[src/rtl/clkdist_pkg.sv]
/*
  Package for the clock distribution block: mode codes, divider and delay
  limits, field widths and the carrier structs.
  Assumes the user keeps every field at a valid encoding.
*/
package clkdist_pkg;
  localparam int NUM_CH = 6;                 // Divider/delay channels
  localparam int DIV_W = 11;                 // Divide ratio width
  localparam logic [10:0] DIV_MIN = 11'h001; // Smallest ratio
  localparam logic [10:0] DIV_MAX = 11'h415; // 1045
  localparam logic [10:0] EXT_THRESH = 11'h01A; // 26 and up is extended
  localparam int DLY_W = 10;                 // Coarse delay, half-cycle units
  localparam logic [9:0] NORM_DLY_MIN = 10'h009; // 4.5 cycles
  localparam logic [9:0] NORM_DLY_MAX = 10'h018; // 12 cycles
  localparam logic [9:0] EXT_DLY_MIN = 10'h019;  // 12.5 cycles
  localparam logic [10:0] EXT_DLY_MAX = 11'h414; // 522 cycles, needs 11 bits
  localparam int FINE_W = 5;                 // Fine delay step count
  localparam logic [4:0] FINE_MAX = 5'h13;   // 19 steps of 25 ps = 475 ps
  localparam int FINE_STEP_PS = 25;          // Nominal step
  localparam int FINE_OFFSET_PS = 500;       // Added when enabled
  localparam int VCODIV_W = 4;
  localparam logic [3:0] VCODIV_MIN = 4'h2;
  localparam logic [3:0] VCODIV_MAX = 4'h8;
  localparam int MODE_W = 5;                 // Device mode field width
  localparam int MODE_LSB = 27;              // Field position in its word
  localparam logic [4:0] MODE_DUAL_INT = 5'h00;
  localparam logic [4:0] MODE_DUAL_INT_ZD = 5'h02;
  localparam logic [4:0] MODE_DUAL_EXT = 5'h03;
  localparam logic [4:0] MODE_DUAL_EXT_ZD = 5'h05;
  localparam logic [4:0] MODE_SINGLE_INT = 5'h06;
  localparam logic [4:0] MODE_SINGLE_INT_ZD = 5'h08;
  localparam logic [4:0] MODE_SINGLE_EXT = 5'h0B;
  localparam logic [4:0] MODE_DIST_ONLY = 5'h10;
  localparam logic [10:0] DEF_NOMINAL_DIV = 11'h019; // Default-output ratio, arbitrary
  localparam int DEF_NOMINAL_CH = 4;         // Channel running from reset
  localparam int DEF_OSC_CH = 3;             // Channel fed by oscillator at reset
  localparam logic [2:0] FB_SRC_EXT = 3'h6;  // Feedback select: external input
  localparam int NUM_REF = 3;                // Reference inputs

  typedef struct packed {
    logic [10:0] div;        // Divide ratio
    logic [9:0] coarse;      // Coarse delay, half-cycle units
    logic half_step;         // Half-step delay bit
    logic fine_en;           // Fine delay enable
    logic [4:0] fine;        // Fine delay steps
    logic osc_src;           // Feed from oscillator (channels 3 and 4 only)
    logic powerdown;         // Channel off
  } ch_cfg_t;

  typedef struct packed {
    logic ref_loop_on;       // Reference cleaning loop powered
    logic synth_loop_on;     // Frequency synthesis loop powered
    logic ext_vco;           // External VCO in use
    logic zero_delay;        // Zero-delay feedback in use
    logic dist_only;         // Distribution only
    logic valid;             // Mode code is a legal encoding
  } mode_dec_t;
endpackage

[src/rtl/clkdist_channel.sv]
/*
  One divider/delay channel. Produces a 50% output from the distribution
  clock by a half-cycle phase counter, with coarse delay taken at sync.
  Assumes div and coarse are stable except across a sync.
*/
`timescale 1ns/1ns
module clkdist_channel (
  input wire logic clk_i,
  input wire logic reset_n_i,
  input wire clkdist_pkg::ch_cfg_t cfg_i,
  input wire logic sync_i,
  input wire logic osc_clk_lvl_i,
  input wire logic active_i,
  output logic clk_o,
  output logic extended_o,
  output logic [9:0] fine_ps_idx_o
);
  // Period counter in half-cycle units: 2*div halves per period
  logic [11:0] phase_q, phase_d;
  logic [9:0] wait_q, wait_d;        // Coarse delay countdown after sync
  logic [9:0] applied_q, applied_d;  // Coarse value latched at sync
  logic hold_q, hold_d;              // Output held low during sync/delay
  logic out_q, out_d;
  logic [11:0] period;
  logic [9:0] step_dly;

  assign period = {cfg_i.div, 1'b0};
  // Half-step only honoured for ratios above one
  assign step_dly = (cfg_i.half_step && cfg_i.div > clkdist_pkg::DIV_MIN) ?
                    cfg_i.coarse : {cfg_i.coarse[9:1], 1'b0};
  assign extended_o = cfg_i.div >= clkdist_pkg::EXT_THRESH;

  // Next-state: hold, delay, then free divide
  always_comb begin
    phase_d = phase_q;
    wait_d = wait_q;
    applied_d = applied_q;
    hold_d = hold_q;
    out_d = out_q;
    if (sync_i) begin
      // New coarse value only takes effect here
      applied_d = step_dly;
      wait_d = step_dly;
      hold_d = 1'b1;
      phase_d = 12'h000;
      out_d = 1'b0;
    end else if (hold_q) begin
      if (wait_q <= 10'h001) begin
        // Channels with equal coarse delay leave hold aligned to the same rising edge
        hold_d = 1'b0;
        out_d = 1'b1;
        phase_d = 12'h001;
      end else begin
        wait_d = wait_q - 10'h001;
      end
    end else if (cfg_i.div <= clkdist_pkg::DIV_MIN) begin
      // Ratio one: output follows each half cycle
      out_d = ~out_q;
    end else begin
      // Toggle at half period; odd ratios land on a half-cycle boundary
      if (phase_q + 12'h001 >= period) begin
        phase_d = 12'h000;
        out_d = 1'b1;
      end else begin
        phase_d = phase_q + 12'h001;
        if (phase_q + 12'h001 == {1'b0, cfg_i.div}) begin
          out_d = 1'b0;
        end
      end
    end
  end

  // Registers only
  always_ff @(posedge clk_i or negedge reset_n_i) begin
    if (!reset_n_i) begin
      phase_q <= 12'h000;
      wait_q <= 10'h000;
      applied_q <= 10'h000;
      hold_q <= 1'b0;
      out_q <= 1'b0;
    end else begin
      phase_q <= phase_d;
      wait_q <= wait_d;
      applied_q <= applied_d;
      hold_q <= hold_d;
      out_q <= out_d;
    end
  end

  // Oscillator-sourced channels bypass divider; off channels stay low
  assign clk_o = !active_i ? 1'b0 : (cfg_i.osc_src ? osc_clk_lvl_i : out_q);
  // Fine delay in 25 ps units, with the fixed offset when enabled
  assign fine_ps_idx_o = cfg_i.fine_en ?
                         10'(cfg_i.fine) + 10'(clkdist_pkg::FINE_OFFSET_PS /
                         clkdist_pkg::FINE_STEP_PS) : 10'h000;
endmodule

[src/rtl/clkdist_top.sv]
/*
  Clock distribution and mode control: mode decode, six channels,
  VCO post-divider, feedback selection, reference consumption, readback.
  Assumes all inputs synchronous to clk_i, the distribution clock.
*/
// Contract
// - Divide 1..1045 at 50% duty
// - Ratio 26 or more uses extended mode
// - Fine delay 25 ps steps, 500 ps offset
// - Coarse delay ranges per mode
// - Half-step bit halves coarse resolution for ratios above one
// - Coarse delay applies at sync only
// - Sync aligns all active divider outputs; oscillator-fed channels are unaffected
// - Fixed, absolute and relative dynamic delay
// - Feedback source: channel or external input
// - Zero-delay routes feedback to first loop
// - External VCO or feedback uses a reference
// - External VCO disables post-divider
// - Single loop powers down first loop
// - Decode five-bit device mode field
// - Six channels, two may use oscillator
// - Default outputs run before programming
// - Readback over serial port via status pin
// - Post-divider 2..8 at 50% duty
`timescale 1ns/1ns
module clkdist_top (
  input wire logic clk_i,
  input wire logic reset_n_i,
  input wire logic [4:0] device_mode_i,
  input wire logic programmed_i,
  input wire clkdist_pkg::ch_cfg_t [5:0] ch_cfg_i,
  input wire logic sync_i,
  input wire logic sync_enable_i,
  input wire logic sync_qualification_bit_i,
  input wire logic [1:0] dyn_delay_mode_i,
  input wire logic [9:0] rel_adjust_i,
  input wire logic rel_adjust_go_i,
  input wire logic oscillator_input_i,
  input wire logic crystal_mode_i,
  input wire logic vco_div_en_i,
  input wire logic [3:0] vco_div_i,
  input wire logic fb_mux_en_i,
  input wire logic [2:0] fb_select_i,
  input wire logic external_feedback_input_i,
  input wire logic readback_sel_i,
  input wire logic readback_data_i,
  output logic [5:0] ch_clk_o,
  output logic [5:0] ch_extended_o,
  output logic [59:0] fine_idx_o,
  output logic oscillator_buffer_output_o,
  output logic vco_post_div_clk_o,
  output logic feedback_clk_o,
  output clkdist_pkg::mode_dec_t mode_o,
  output logic [1:0] refs_available_o,
  output logic status_readback_o,
  output logic status_readback_oe_n_o
);
  clkdist_pkg::mode_dec_t mode_q, mode_d;         // Registered mode decode
  clkdist_pkg::ch_cfg_t [5:0] eff_cfg;            // Config after default/dyn
  logic [9:0] rel_q [6], rel_d [6];               // Relative delay accumulators
  logic [3:0] vdiv_cnt_q, vdiv_cnt_d;             // Post-divider phase
  logic vdiv_out_q, vdiv_out_d;
  logic fb_q, fb_d;                               // Registered feedback clock
  logic osc_buf_q, osc_buf_d;
  logic sync_ok;                                  // Qualified sync strobe
  logic [5:0] active;

  // Mode decode; illegal codes leave the previous decode out of use
  always_comb begin
    mode_d = '0;
    mode_d.valid = 1'b1;
    unique case (device_mode_i)
      clkdist_pkg::MODE_DUAL_INT: begin
        mode_d.ref_loop_on = 1'b1;
        mode_d.synth_loop_on = 1'b1;
      end
      clkdist_pkg::MODE_DUAL_INT_ZD: begin
        mode_d.ref_loop_on = 1'b1;
        mode_d.synth_loop_on = 1'b1;
        mode_d.zero_delay = 1'b1;
      end
      clkdist_pkg::MODE_DUAL_EXT: begin
        mode_d.ref_loop_on = 1'b1;
        mode_d.synth_loop_on = 1'b1;
        mode_d.ext_vco = 1'b1;
      end
      clkdist_pkg::MODE_DUAL_EXT_ZD: begin
        mode_d.ref_loop_on = 1'b1;
        mode_d.synth_loop_on = 1'b1;
        mode_d.ext_vco = 1'b1;
        mode_d.zero_delay = 1'b1;
      end
      clkdist_pkg::MODE_SINGLE_INT: begin
        mode_d.synth_loop_on = 1'b1;
      end
      clkdist_pkg::MODE_SINGLE_INT_ZD: begin
        mode_d.synth_loop_on = 1'b1;
        mode_d.zero_delay = 1'b1;
      end
      clkdist_pkg::MODE_SINGLE_EXT: begin
        mode_d.synth_loop_on = 1'b1;
        mode_d.ext_vco = 1'b1;
      end
      clkdist_pkg::MODE_DIST_ONLY: begin
        mode_d.dist_only = 1'b1;
      end
      default: begin
        // Host must not write these; flag them rather than guess
        mode_d.valid = 1'b0;
      end
    endcase
  end

  // Sync takes effect only when enabled; sync_qualification_bit_i is not used
  assign sync_ok = sync_i && sync_enable_i;

  // Relative dynamic delay accumulates offsets; absolute uses config
  always_comb begin
    for (int i = 0; i < clkdist_pkg::NUM_CH; i++) begin
      rel_d[i] = rel_q[i];
      if (sync_ok) begin
        rel_d[i] = ch_cfg_i[i].coarse;
      end else if (rel_adjust_go_i && dyn_delay_mode_i == 2'h2) begin
        rel_d[i] = rel_q[i] + rel_adjust_i;
      end
    end
  end

  // Effective channel configuration: defaults until programmed
  always_comb begin
    for (int i = 0; i < clkdist_pkg::NUM_CH; i++) begin
      eff_cfg[i] = ch_cfg_i[i];
      if (dyn_delay_mode_i == 2'h2) begin
        eff_cfg[i].coarse = rel_q[i];
      end
      if (!programmed_i) begin
        eff_cfg[i] = '0;
        eff_cfg[i].powerdown = 1'b1;
        if (i == clkdist_pkg::DEF_NOMINAL_CH) begin
          eff_cfg[i].powerdown = 1'b0;
          eff_cfg[i].div = clkdist_pkg::DEF_NOMINAL_DIV;
        end
        if (i == clkdist_pkg::DEF_OSC_CH) begin
          eff_cfg[i].powerdown = 1'b0;
          eff_cfg[i].osc_src = 1'b1;
        end
      end
      // Only two channels may take the oscillator directly
      if (i != clkdist_pkg::DEF_OSC_CH && i != clkdist_pkg::DEF_NOMINAL_CH) begin
        eff_cfg[i].osc_src = 1'b0;
      end
      active[i] = !eff_cfg[i].powerdown;
    end
  end

  // Six channels from the distribution clock
  for (genvar g = 0; g < clkdist_pkg::NUM_CH; g++) begin : g_ch
    clkdist_channel u_ch (
      .clk_i(clk_i),
      .reset_n_i(reset_n_i),
      .cfg_i(eff_cfg[g]),
      .sync_i(sync_ok),
      .osc_clk_lvl_i(oscillator_input_i),
      .active_i(active[g]),
      .clk_o(ch_clk_o[g]),
      .extended_o(ch_extended_o[g]),
      .fine_ps_idx_o(fine_idx_o[g*10 +: 10])
    );
  end

  // Post-divider 2..8; counts half cycles, toggles at ratio boundaries
  always_comb begin
    vdiv_cnt_d = vdiv_cnt_q;
    vdiv_out_d = vdiv_out_q;
    if (mode_q.ext_vco || !vco_div_en_i) begin
      // External VCO leaves the post-divider idle
      vdiv_cnt_d = 4'h0;
      vdiv_out_d = 1'b0;
    end else if (vdiv_cnt_q + 4'h1 >= vco_div_i) begin
      vdiv_cnt_d = 4'h0;
      vdiv_out_d = ~vdiv_out_q;
    end else begin
      vdiv_cnt_d = vdiv_cnt_q + 4'h1;
    end
  end

  // Feedback mux and oscillator buffer
  always_comb begin
    fb_d = 1'b0;
    if (mode_q.zero_delay && fb_mux_en_i) begin
      if (fb_select_i == clkdist_pkg::FB_SRC_EXT) begin
        fb_d = external_feedback_input_i;
      end else if (fb_select_i < 3'h6) begin
        fb_d = ch_clk_o[fb_select_i];
      end
    end
    // Crystal mode gives no usable buffered copy at this pin
    osc_buf_d = crystal_mode_i ? 1'b0 : oscillator_input_i;
  end

  // All state registers
  always_ff @(posedge clk_i or negedge reset_n_i) begin
    if (!reset_n_i) begin
      mode_q <= '0;
      vdiv_cnt_q <= 4'h0;
      vdiv_out_q <= 1'b0;
      fb_q <= 1'b0;
      osc_buf_q <= 1'b0;
      for (int i = 0; i < clkdist_pkg::NUM_CH; i++) begin
        rel_q[i] <= 10'h000;
      end
    end else begin
      mode_q <= mode_d;
      vdiv_cnt_q <= vdiv_cnt_d;
      vdiv_out_q <= vdiv_out_d;
      fb_q <= fb_d;
      osc_buf_q <= osc_buf_d;
      for (int i = 0; i < clkdist_pkg::NUM_CH; i++) begin
        rel_q[i] <= rel_d[i];
      end
    end
  end

  assign mode_o = mode_q;
  assign vco_post_div_clk_o = vdiv_out_q;
  assign feedback_clk_o = fb_q;
  assign oscillator_buffer_output_o = osc_buf_q;
  // One fewer reference when the shared input is taken
  assign refs_available_o = (mode_q.ext_vco || (mode_q.zero_delay && fb_mux_en_i &&
                            fb_select_i == clkdist_pkg::FB_SRC_EXT)) ?
                            2'h2 : 2'h3;
  // Status pin drives readback only once selected
  assign status_readback_o = readback_sel_i ? readback_data_i : 1'b0;
  assign status_readback_oe_n_o = !readback_sel_i;
endmodule

[config.mk]
export PLATFORM = sky130hd
export DESIGN_NAME = clkdist_top
export DESIGN_NICKNAME = d
export VERILOG_FILES = /design/src/rtl/clkdist_pkg.sv /design/src/rtl/clkdist_channel.sv /design/src/rtl/clkdist_top.sv
export SDC_FILE = /design/constraint.sdc
export NUM_CORES = 1
export LEC_CHECK = 0
export ABC_AREA = 1
export CORE_MARGIN = 8
export CORE_UTILIZATION = 60
export CTS_CLUSTER_DIAMETER = 30
export CTS_CLUSTER_SIZE = 28
export DETAILED_ROUTE_END_ITERATION = 10
export DONT_BUFFER_PORTS = 1
export PLACE_DENSITY_LB_ADDON = 0.08
export SLEW_MARGIN = 20
export SYNTH_ARGS = -nofsm -noshare
export SYNTH_HDL_FRONTEND = slang
export SYNTH_SLANG_ARGS = --single-unit
[constraint.sdc]
create_clock -name clk_i -period 2.93 [get_ports clk_i]
set_input_delay 0 -clock clk_i [delete_from_list [all_inputs] [get_ports clk_i]]
set_output_delay 0 -clock clk_i [all_outputs]
set_load 0.05 [all_outputs]
; ---- Word level (Yosys, flattened, before mapping)
; Cells that the tools add are included.
[classes]
add_sub_neg = 25
order_cmp = 33
eq_ne = 33
muxes = 164
bitwise_logic = 7
reduce_logical = 52
[op_table]
columns = cell, n
row1 = two-way mux 10 bit, 42
row2 = two-way mux 12 bit, 30
row3 = two-way mux 30 bit, 6
row4 = two-way mux 1 bit, 83
row5 = adder 12 x 1 -> 12 bit (second input constant), 6
row6 = == test 12 x 11 -> 1 bit, 6
row7 = greater-or-equal comparator 12 bit, 6
row8 = greater-or-equal comparator 11 x 5 -> 1 bit (second input constant), 6
row9 = greater-than comparator 11 x 1 -> 1 bit (second input constant), 6
row10 = <= comparator 11 x 1 -> 1 bit (second input constant), 6
row11 = adder 10 bit, 6
row12 = <= comparator 10 x 1 -> 1 bit (second input constant), 6
row13 = subtractor 10 x 1 -> 10 bit (second input constant), 6
row14 = adder 5 x 5 -> 6 bit (second input constant), 6
row15 = AND reduction 2 bit, 18
row16 = nonzero test 5 bit, 6
row17 = != test 3 x 2 -> 1 bit (second input constant), 6
row18 = nonzero test 2 bit, 8
row19 = != test 3 bit (second input constant), 5
row20 = == test 5 x 2 -> 1 bit (second input constant), 2
row21 = == test 5 x 3 -> 1 bit (second input constant), 2
row22 = == test 5 x 4 -> 1 bit (second input constant), 2
row23 = logical AND 1 bit, 10
row24 = != test 2 bit (second input constant), 5
row25 = other kinds (19), 29
[totals]
reg_bits = 217
inputBits = 218
out_inout_bits = 85
elab_cells = 354

; ---- Longest topological paths before layout
; Gate-level depths: netlist of the first run.
[depth]
ltp_word = 10
mapped_depth = 20
mapped_depth_nobuf = 20

; ---- Hierarchy
; Synthesis of the first run repeated with hierarchy kept, for this count alone.
[hier_totals]
cells_unflattened = 3238
hier_area_um2 = 20629.8
[by_module_without_submodules]
columns = module, n_inst, cells_per_inst, area_each_um2, seq_area_each_um2
row1 = clkdist_channel at g_ch[1].u_ch ..., 4, 326, 2138.3, 600.6
row2 = clkdist_top, 1, 1296, 7785.0, 1826.8
row3 = clkdist_channel at g_ch[3].u_ch, 1, 318, 2162.1, 600.6
row4 = clkdist_channel at g_ch[0].u_ch, 1, 320, 2129.5, 600.6

; ---- Worst setup path before layout of the first run
; OpenSTA, ideal clock, no wires.
[synth_timing]
path_kind = flip-flop to flip-flop
startpoint = reg g_ch[3].u_ch.phase_q[6]
endpoint = reg g_ch[3].u_ch.phase_q[10]
setup_ns = 0.120
t_arrival_ns = 2.357
t_required_ns = 2.810
setup_slack_ns = 0.453
stages_incl_launch_ff = 17
cell_sequence = dfrtp_1 inv_1 nor3_1 nand4_1 nand2_1 inv_1 ha_1 nand2_1 nor2_1 and2_1 nand2_1 nand3_1 nor2_1 nand2_1 clkinv_1 nand3_1 o21ai_2
[synth_between]
elab_chain_cells = 6
[synth_lines]
columns = item, line
row1 = from (decl), clkdist_channel.sv:19  ; logic [11:0] phase_q, phase_d;
row2 = from (signal assigned), clkdist_channel.sv:82  ; phase_q <= phase_d;
row3 = adder 12 x 1 -> 12 bit *, "clkdist_channel.sv:61, clkdist_channel.sv:65"
row4 = greater-or-equal comparator 12 bit, clkdist_channel.sv:61  ; if (phase_q + 12'h001 >= period) begin
row5 = two-way mux 12 bit *, clkdist_channel.sv:61
row6 = two-way mux 12 bit *, clkdist_channel.sv:56  ; end else if (cfg_i.div <= clkdist_pkg::DIV_MIN) begin
row7 = two-way mux 12 bit *, clkdist_channel.sv:47  ; end else if (hold_q) begin
row8 = two-way mux 12 bit *, clkdist_channel.sv:40  ; if (sync_i) begin
; Mark *: on every way between the ends. The rest lies on a longest branch, timed or not. The select of a mux whose other input is x is not followed.
; A chain may end at the register's enable or synchronous reset.

; ---- Worst setup path in the final report of the first run
[layout_timing]
startpoint = reg rel_q[50] in the netlist's numbering
endpoint = reg rel_q[58] in the netlist's numbering
[layout_between]
elab_chain_cells = 3
[layout_lines]
columns = item, line
row1 = from (decl), clkdist_top.sv:60  ; logic [9:0] rel_q [6], rel_d [6];
row2 = "from (signal, indexed assignment)", clkdist_top.sv:219  ; rel_q[i] <= rel_d[i];
row3 = adder 10 bit, clkdist_top.sv:124  ; rel_d[i] = rel_q[i] + rel_adjust_i;
row4 = two-way mux 10 bit, clkdist_top.sv:123  ; end else if (rel_adjust_go_i && dyn_delay_mode_i == 2'h2) begin
row5 = two-way mux 10 bit, clkdist_top.sv:121  ; if (sync_ok) begin
; No other way between the ends. The select of a mux whose other input is x is not followed.

==> results.sh, run 1 <==
export IMPL_max_clock_freq_mhz=354
export IMPL_hold_viol=218
export IMPL_cts_max_level=2
export IMPL_violations="negative hold slack"
export IMPL_synth_compound_area_share_pct=16.3
export IMPL_syn_inst=2857
export IMPL_yosys_cell_types_count=61
export IMPL_end_kind="register"
export IMPL_antenna_left=0
export IMPL_grt_pass1_wl_um=101000
export IMPL_synth_ff_type="dfrtp_1"
export IMPL_synth_mux_area_share_pct=0
export IMPL_clkTransAtPathRegs_ns=0.04
export IMPL_crit_buf_inv=2
export IMPL_wl_um=63100
export IMPL_synth_top_family_by_area="simple AND/OR/NAND/NOR gates"
export IMPL_async_reset_ff_share_pct=100
export IMPL_finalCoreUtilization_pct=75.0
export IMPL_max_vdd_ir_drop_mv=0.696
export IMPL_grt_overflow=0
export IMPL_dieArea_mm2=0.0383
export IMPL_die_h_um=196
export IMPL_leakage_uw=0.0120
export IMPL_final_setup_viol_count=0
export IMPL_fin_crit_sh_pct=96.4
export IMPL_numClockSinks=217
export IMPL_power_density_mw_per_mm2=723
export IMPL_grtUsageTotal_pct=31.7
export IMPL_drtIter0Drc=2047
export IMPL_post_route_drc_count=0
export IMPL_synth_seq_cells=217
export IMPL_rows=65
export IMPL_vias=20700
export IMPL_core_area_mm2=0.0316
export IMPL_clock_skew_ns=0.0271
export IMPL_yosys_area_share_adder_pct=10.3
export IMPL_cts_buffers=57
export IMPL_whs_ns=-0.867
export IMPL_antenna_found_initial=10
export IMPL_tns_ns=0
export IMPL_pin_count=303
export IMPL_route_detailed_wl_per_inst_um=18.0
export IMPL_ctsRootBufferMaster="clkbuf_16"
export IMPL_initial_utilization_pct=61.2
export IMPL_final_layout_size_suffix_gt1_share_pct=9.71
export IMPL_placed_cells=3216
export IMPL_grt_pass1_vias=20100
export IMPL_die_w_um=196
export IMPL_clk_path_buf_depth=3
export IMPL_synth_seq_area_share_pct=28.1
export IMPL_slew_violations=0
export IMPL_crit_arrival_ns=3.27
export IMPL_clock_latency_ns=0.58
export IMPL_grt_max_degree=218
export IMPL_ctsHoldBuffers=168
export IMPL_synthSimpleGateAreaFrac_pct=31.2
export IMPL_viasPerCell=5.91
export IMPL_start_kind="register"
export IMPL_crit_type="reg2reg"
export IMPL_path_delay_family="simple AND/OR/NAND/NOR gates"
export IMPL_drt_pre_antenna_iters=8
export IMPL_fin_cells=3499
export IMPL_yosys_warnings=0
export IMPL_min_period_ns=2.82
export IMPL_io_buffers=0
export IMPL_path_cells="ha_1, inv_1, fa_1, nand3b_1, a21oi_1, nor2_1, nor2_1, o21ai_0, nand2_1, nand2_1, nand3_1, nand3_1, dlygate4sd3_1"
export IMPL_max_slew_margin_pct=32.4
export IMPL_synth_xor_area_share_pct=3.48
export IMPL_area_growth_pct=22.5
export IMPL_drv_cap=0
export IMPL_critPathMaxStageDelay_ns=0.57
export IMPL_synth_avg_cell_area_um2=6.77
export IMPL_cp_required_ns=3.38
export IMPL_cts_tree="done"
export IMPL_slowest_stage="dlygate4sd3_1"
export IMPL_syn_area_mm2=0.0194
export IMPL_outcome="finished, violations left"
export IMPL_place_congestion=0.944
export IMPL_tightestPinTransition_ns=1.01
export IMPL_place_hpwl_um=43300
export IMPL_cp_max_fo=3
export IMPL_fin_nets=3417
export IMPL_synth_edf_count=0
export IMPL_hp_class="in2async"
power by group:
group | leakage [µW] | internal, µW | switching (µW)
Combinational | 0.00817 | 2180 | 3560
Clock | 0.00104 | 5000 | 1990
Sequential | 0.00279 | 3720 | 707
Total | 0.0120 | 10900 | 6250
cell usage in the layout, fill, tap and decap left out, drive strengths merged, types with 54 or more instances in the layout:
cell type	instances
a21oi	118
clkbuf	73
dfrtp	217
dlygate4sd3	167
ha	149
inv	368
nand2	748
nand3	209
nor2	325
o21ai	218
xor2	54
cell usage after synthesis (all sizes together), types with 3 or more instances:
cell,n,share of area [%]
nand2,748,15
clkbuf,47,0.91
a21o,5,0.19
o211ai,22,0.85
a31oi,24,0.78
ha,149,9.6
nor2,325,6.4
a22oi,7,0.27
o311ai,10,0.45
fa,6,0.62
buf,66,2.6
o2111ai,3,0.14
o22ai,33,1.4
nor3,44,1.4
o21bai,18,0.70
and2,4,0.13
clkinv,3,0.058
o221ai,25,1.1
inv,368,7.1
xnor2,23,1.0
xor2,54,2.4
or2,6,0.19
nand3b,12,0.47
dfrtp,217,28
nand4,51,1.8
nor4,10,0.32
nand3,209,5.5
a21oi,118,3.1
o21ai,218,6.1
o21a,6,0.23
o31ai,11,0.57
worst paths after layout:
kind / startpoint / endpoint / slack (ns) / cells past startpoint
hold reg to reg: vdiv_cnt_q[0] / vdiv_cnt_q[0] / 0.51 / 1
setup reg to reg: rel_q[50] / rel_q[58] / 0.11 / 13
max in group asynchronous: reset_n_i / g_ch[5].u_ch.phase_q[0] / 3.29 / 0
min in group clk_i: rel_adjust_i[8] / rel_q[59] / -0.02 / 6
setup / recovery: rel_q[50] / rel_q[58] / 0.11 / 13
hold / removal: reset_n_i / g_ch[3].u_ch.phase_q[11] / -0.87 / 0
through the flow:
| step | power (µW) | instance area [µm²] | setup WS (ns) |
|---|---|---|---|
| 3_3_place_gp | 9340 | 19700 | 0.117 |
| 6_report | 17100 | 23700 | 0.107 |
| 3_5_place_dp | 9530 | 19700 | 0.0487 |
| 2_1_floorplan | 8530 | 19400 | 0.453 |
| 5_1_grt | 18200 | 23700 | -0.0398 |
| 4_1_cts | 16900 | 23500 | 0.0224 |
metal layers:
layer | global-route usage, % | vias up | wire length (µm)
met5 | 0 | - | 43
met4 | 10.1 | 6 | 1850
met3 | 8.84 | 171 | 6270
met2 | 50.5 | 956 | 28200
met1 | 41.2 | 9703 | 26700
li1 | - | 9829 | -
sequential cells by signal, summed over array words and instances, names as in the netlist:
signal                      cells
g_ch.u_ch.out_q                 6
rel_q                          60
mode_o                          6
g_ch.u_ch.wait_q               60
g_ch.u_ch.phase_q              72
oscillator_buffer_output_o      1
vco_post_div_clk_o              1
vdiv_cnt_q                      4
feedback_clk_o                  1
g_ch.u_ch.hold_q                6
final cells by class:
type,instances,area [µm²]
timing repair inverter,2,12.5
tap,402,503
sequential,217,5430
clock buffer,73,1620
antenna,6,15.0
multi-input combinational,2179,12200
fill,2390,7920
timing repair buffer,216,2040
inverter,371,1410
clock inverter,33,534
timing repair:
item,in CTS,in global routing
setup endpoints to repair,0,82
hold endpoints to repair,364,217
resized for setup,0,55
setup buffers,0,2
logic make-up (layout without fill, tap and decap cells):
family,count (synthesis),after routing
DFF,217,217
AOI/OAI and AO/OA,509,509
and+or+nand+nor,1413,1413
other,2,31
xor gates and xnor gates,77,77
adders and majority gates,155,155
buffers and inverters,484,695
worst register-to-register path: cells and delay by family, from the launching register on:
family / cells / cell delay, ns
fa+ha+maj: 2 / 0.63
simple gates: 7 / 0.66
buf+inv: 2 / 0.64
compound gates: 2 / 0.39
flops: 1 / 0.37
Power figures use the tool's default switching activity.
==> inputs of run 2 (changes only) <==
--- a/config.mk
+++ b/config.mk
@@ -12,7 +12,10 @@
 export CTS_CLUSTER_SIZE = 28
 export DETAILED_ROUTE_END_ITERATION = 10
 export DONT_BUFFER_PORTS = 1
+export GPL_TIMING_DRIVEN = 0
 export PLACE_DENSITY_LB_ADDON = 0.08
+export RECOVER_POWER = 50
+export REMOVE_ABC_BUFFERS = 1
 export SLEW_MARGIN = 20
 export SYNTH_ARGS = -nofsm -noshare
 export SYNTH_HDL_FRONTEND = slang
==> results.sh, run 2 (synthesis gave the netlist of run 1 again) <==
export IMPL_clk_path_buf_depth=3
export IMPL_ctsHoldBuffers=168
export IMPL_grtUsageTotal_pct=31.0
export IMPL_vias=20300
export IMPL_clock_latency_ns=0.59
export IMPL_combPwrFrac_pct=34.9
export IMPL_die_w_um=196
export IMPL_regMostFlops="g_ch.u_ch.phase_q"
export IMPL_cp_max_fo=5
export IMPL_place_congestion=0.942
export IMPL_r2r_cells=15
export IMPL_switching_share_pct=38.5
export IMPL_regArea_mm2=0.00543
export IMPL_clkTransAtPathRegs_ns=0.05
export IMPL_cp_required_ns=3.42
export IMPL_reg2reg_slack_ns=0.11
export IMPL_min_period_ns=2.82
export IMPL_tns_ns=0
export IMPL_drt_pre_antenna_iters=6
export IMPL_area_growth_pct=21.5
export IMPL_nFillCells=2464
export IMPL_grt_overflow=0
export IMPL_fin_crit_sh_pct=96.1
export IMPL_grt_pass1_vias=20200
export IMPL_wl_um=61800
export IMPL_crit_type="reg2reg"
export IMPL_ctsRootBufferMaster="clkbuf_16"
export IMPL_slew_violations=0
export IMPL_power_density_mw_per_mm2=704
export IMPL_max_slew_margin_pct=21.3
export IMPL_p_int_uw=10200
export IMPL_cts_max_level=2
export IMPL_leakage_uw=0.0118
export IMPL_viasPerCell=5.86
export IMPL_io_buffers=0
export IMPL_largestRegisters="g_ch.u_ch.phase_q x72, g_ch.u_ch.wait_q x60, rel_q x60"
export IMPL_rows=65
export IMPL_hold_viol=218
export IMPL_place_hpwl_um=40400
export IMPL_antenna_left=0
export IMPL_cts_buffers=53
export IMPL_end_kind="register"
export IMPL_initial_utilization_pct=61.2
export IMPL_whs_ns=-0.884
export IMPL_dieArea_mm2=0.0383
export IMPL_setup_slack_ns=0.114
export IMPL_max_clock_freq_mhz=355
export IMPL_clock_power_share_pct=38.4
export IMPL_grt_pass1_wl_um=99200
export IMPL_pin_count=303
export IMPL_r2r_start="g_ch[4].u_ch.phase_q[6]"
export IMPL_cts_tree="done"
export IMPL_p_total_uw=16500
export IMPL_die_h_um=196
export IMPL_final_layout_size_suffix_gt1_share_pct=8.88
export IMPL_route_detailed_wl_per_inst_um=17.8
export IMPL_p_switching_uw=6370
export IMPL_r2r_end="g_ch[4].u_ch.phase_q[2]"
export IMPL_antenna_found_initial=7
export IMPL_tightestPinTransition_ns=1.17
export IMPL_hp_class="in2async"
export IMPL_start_kind="register"
export IMPL_dp_slack_ns=-0.608
export IMPL_power_frac_seq_pct=26.8
export IMPL_drtIter0Drc=1670
export IMPL_max_vdd_ir_drop_mv=0.645
export IMPL_fin_nets=3390
export IMPL_finalCoreUtilization_pct=74.3
export IMPL_final_common_cell="nand2_1"
export IMPL_violations="negative hold slack"
export IMPL_most_common_layout_cells="nand2_1, inv_1, nor2_1"
export IMPL_drv_cap=0
export IMPL_clock_skew_ns=0.0477
export IMPL_numClockSinks=217
export IMPL_grt_max_degree=218
export IMPL_core_area_mm2=0.0316
export IMPL_post_route_drc_count=0
export IMPL_largest_reg_flops=72
export IMPL_outcome="finished, violations left"
export IMPL_multiInputGateArea_mm2=0.0122
export IMPL_crit_arrival_ns=3.30
export IMPL_final_setup_viol_count=0
==> run 2: cell types whose count changed in the layout (fill, tap and decap cells not counted), sizes merged, moves of 3 or more <==
cell and change:
buf -24, bufinv -4, clkbuf -14, clkinv +3, inv +7
==> run 2: timing repair <==
item | in CTS | in global routing
setup buffers | 2 | 11
pin swaps | 1 | 5
cloned | 0 | 2
setup endpoints to repair | 61 | 108
gates resized for setup | 16 | 63
endpoints found under the hold margin | 365 | 217
==> run 2: how the worst max path moves through the flow <==
| stage | start | endpoint | slack, ns | cells after the start |
|---|---|---|---|---|
| floorplan | sync_enable_i | rel_q[46] | -1.54 | 5 |
| global placement | sync_enable_i | rel_q[9] | -5.73 | 7 |
| detailed placement | dyn_delay_mode_i[1] | rel_q[6] | -0.61 | 8 |
| CTS | g_ch[5].u_ch.phase_q[0] | g_ch[5].u_ch.phase_q[3] | 0.006 | 16 |
| global route | g_ch[4].u_ch.phase_q[6] | g_ch[4].u_ch.phase_q[4] | -0.05 | 16 |
| finish | g_ch[4].u_ch.phase_q[6] | g_ch[4].u_ch.phase_q[2] | 0.11 | 15 |
==> run 2: metrics by stage <==
stage          cells  instance area, µm²
2_1_floorplan   2767               18800
3_3_place_gp    3169               19300
3_5_place_dp    3181               19500
4_1_cts         3451               23200
5_1_grt         3468               23500
6_report        3469               23500
==> run 2: routing by layer <==
metal	up-vias	GRT usage, %	wire length [µm]
li1	9759	-	-
met3	163	6.84	5090
met5	-	0	34
met4	6	10.7	1930
met1	9548	38.1	25500
met2	843	53.1	29300
==> run 2: power groups by stage <==
stage	logic, µW	clock network [µW]	registers (µW)
6_report	5770	6350	4430
4_1_cts	5520	6370	4410
3_5_place_dp	5030	0	4440
5_1_grt	6480	6550	4520
2_1_floorplan	4060	0	4260
3_3_place_gp	4850	0	4410
==> run 2: critical path, cell delays in order (launching register included) <==
cell        delay (ns)
dfrtp_1           0.42
inv_1             0.13
nor3_4            0.23
nand2_2           0.12
o21ai_2           0.18
nand2_1           0.14
ha_1              0.31
a21oi_1           0.19
nor2_1            0.06
nor2_1            0.10
nand3_1           0.13
nor2_4            0.17
nand2_2           0.13
clkinvlp_4        0.15
nand2_1           0.09
o22ai_1           0.15
==> run 2: final cells by class <==
| cell class | count | area share [%] |
|---|---|---|
| Multi-Input combinational cell | 2180 | 51.9 |
| Sequential cell | 217 | 23.1 |
| Timing Repair Buffer | 193 | 8.35 |
| Inverter | 371 | 6.02 |
| Clock buffer | 59 | 5.95 |
| Clock inverter | 41 | 2.40 |
| Tap cell | 402 | 2.14 |
| Antenna cell | 5 | 0.0532 |
| Timing Repair inverter | 1 | 0.0319 |
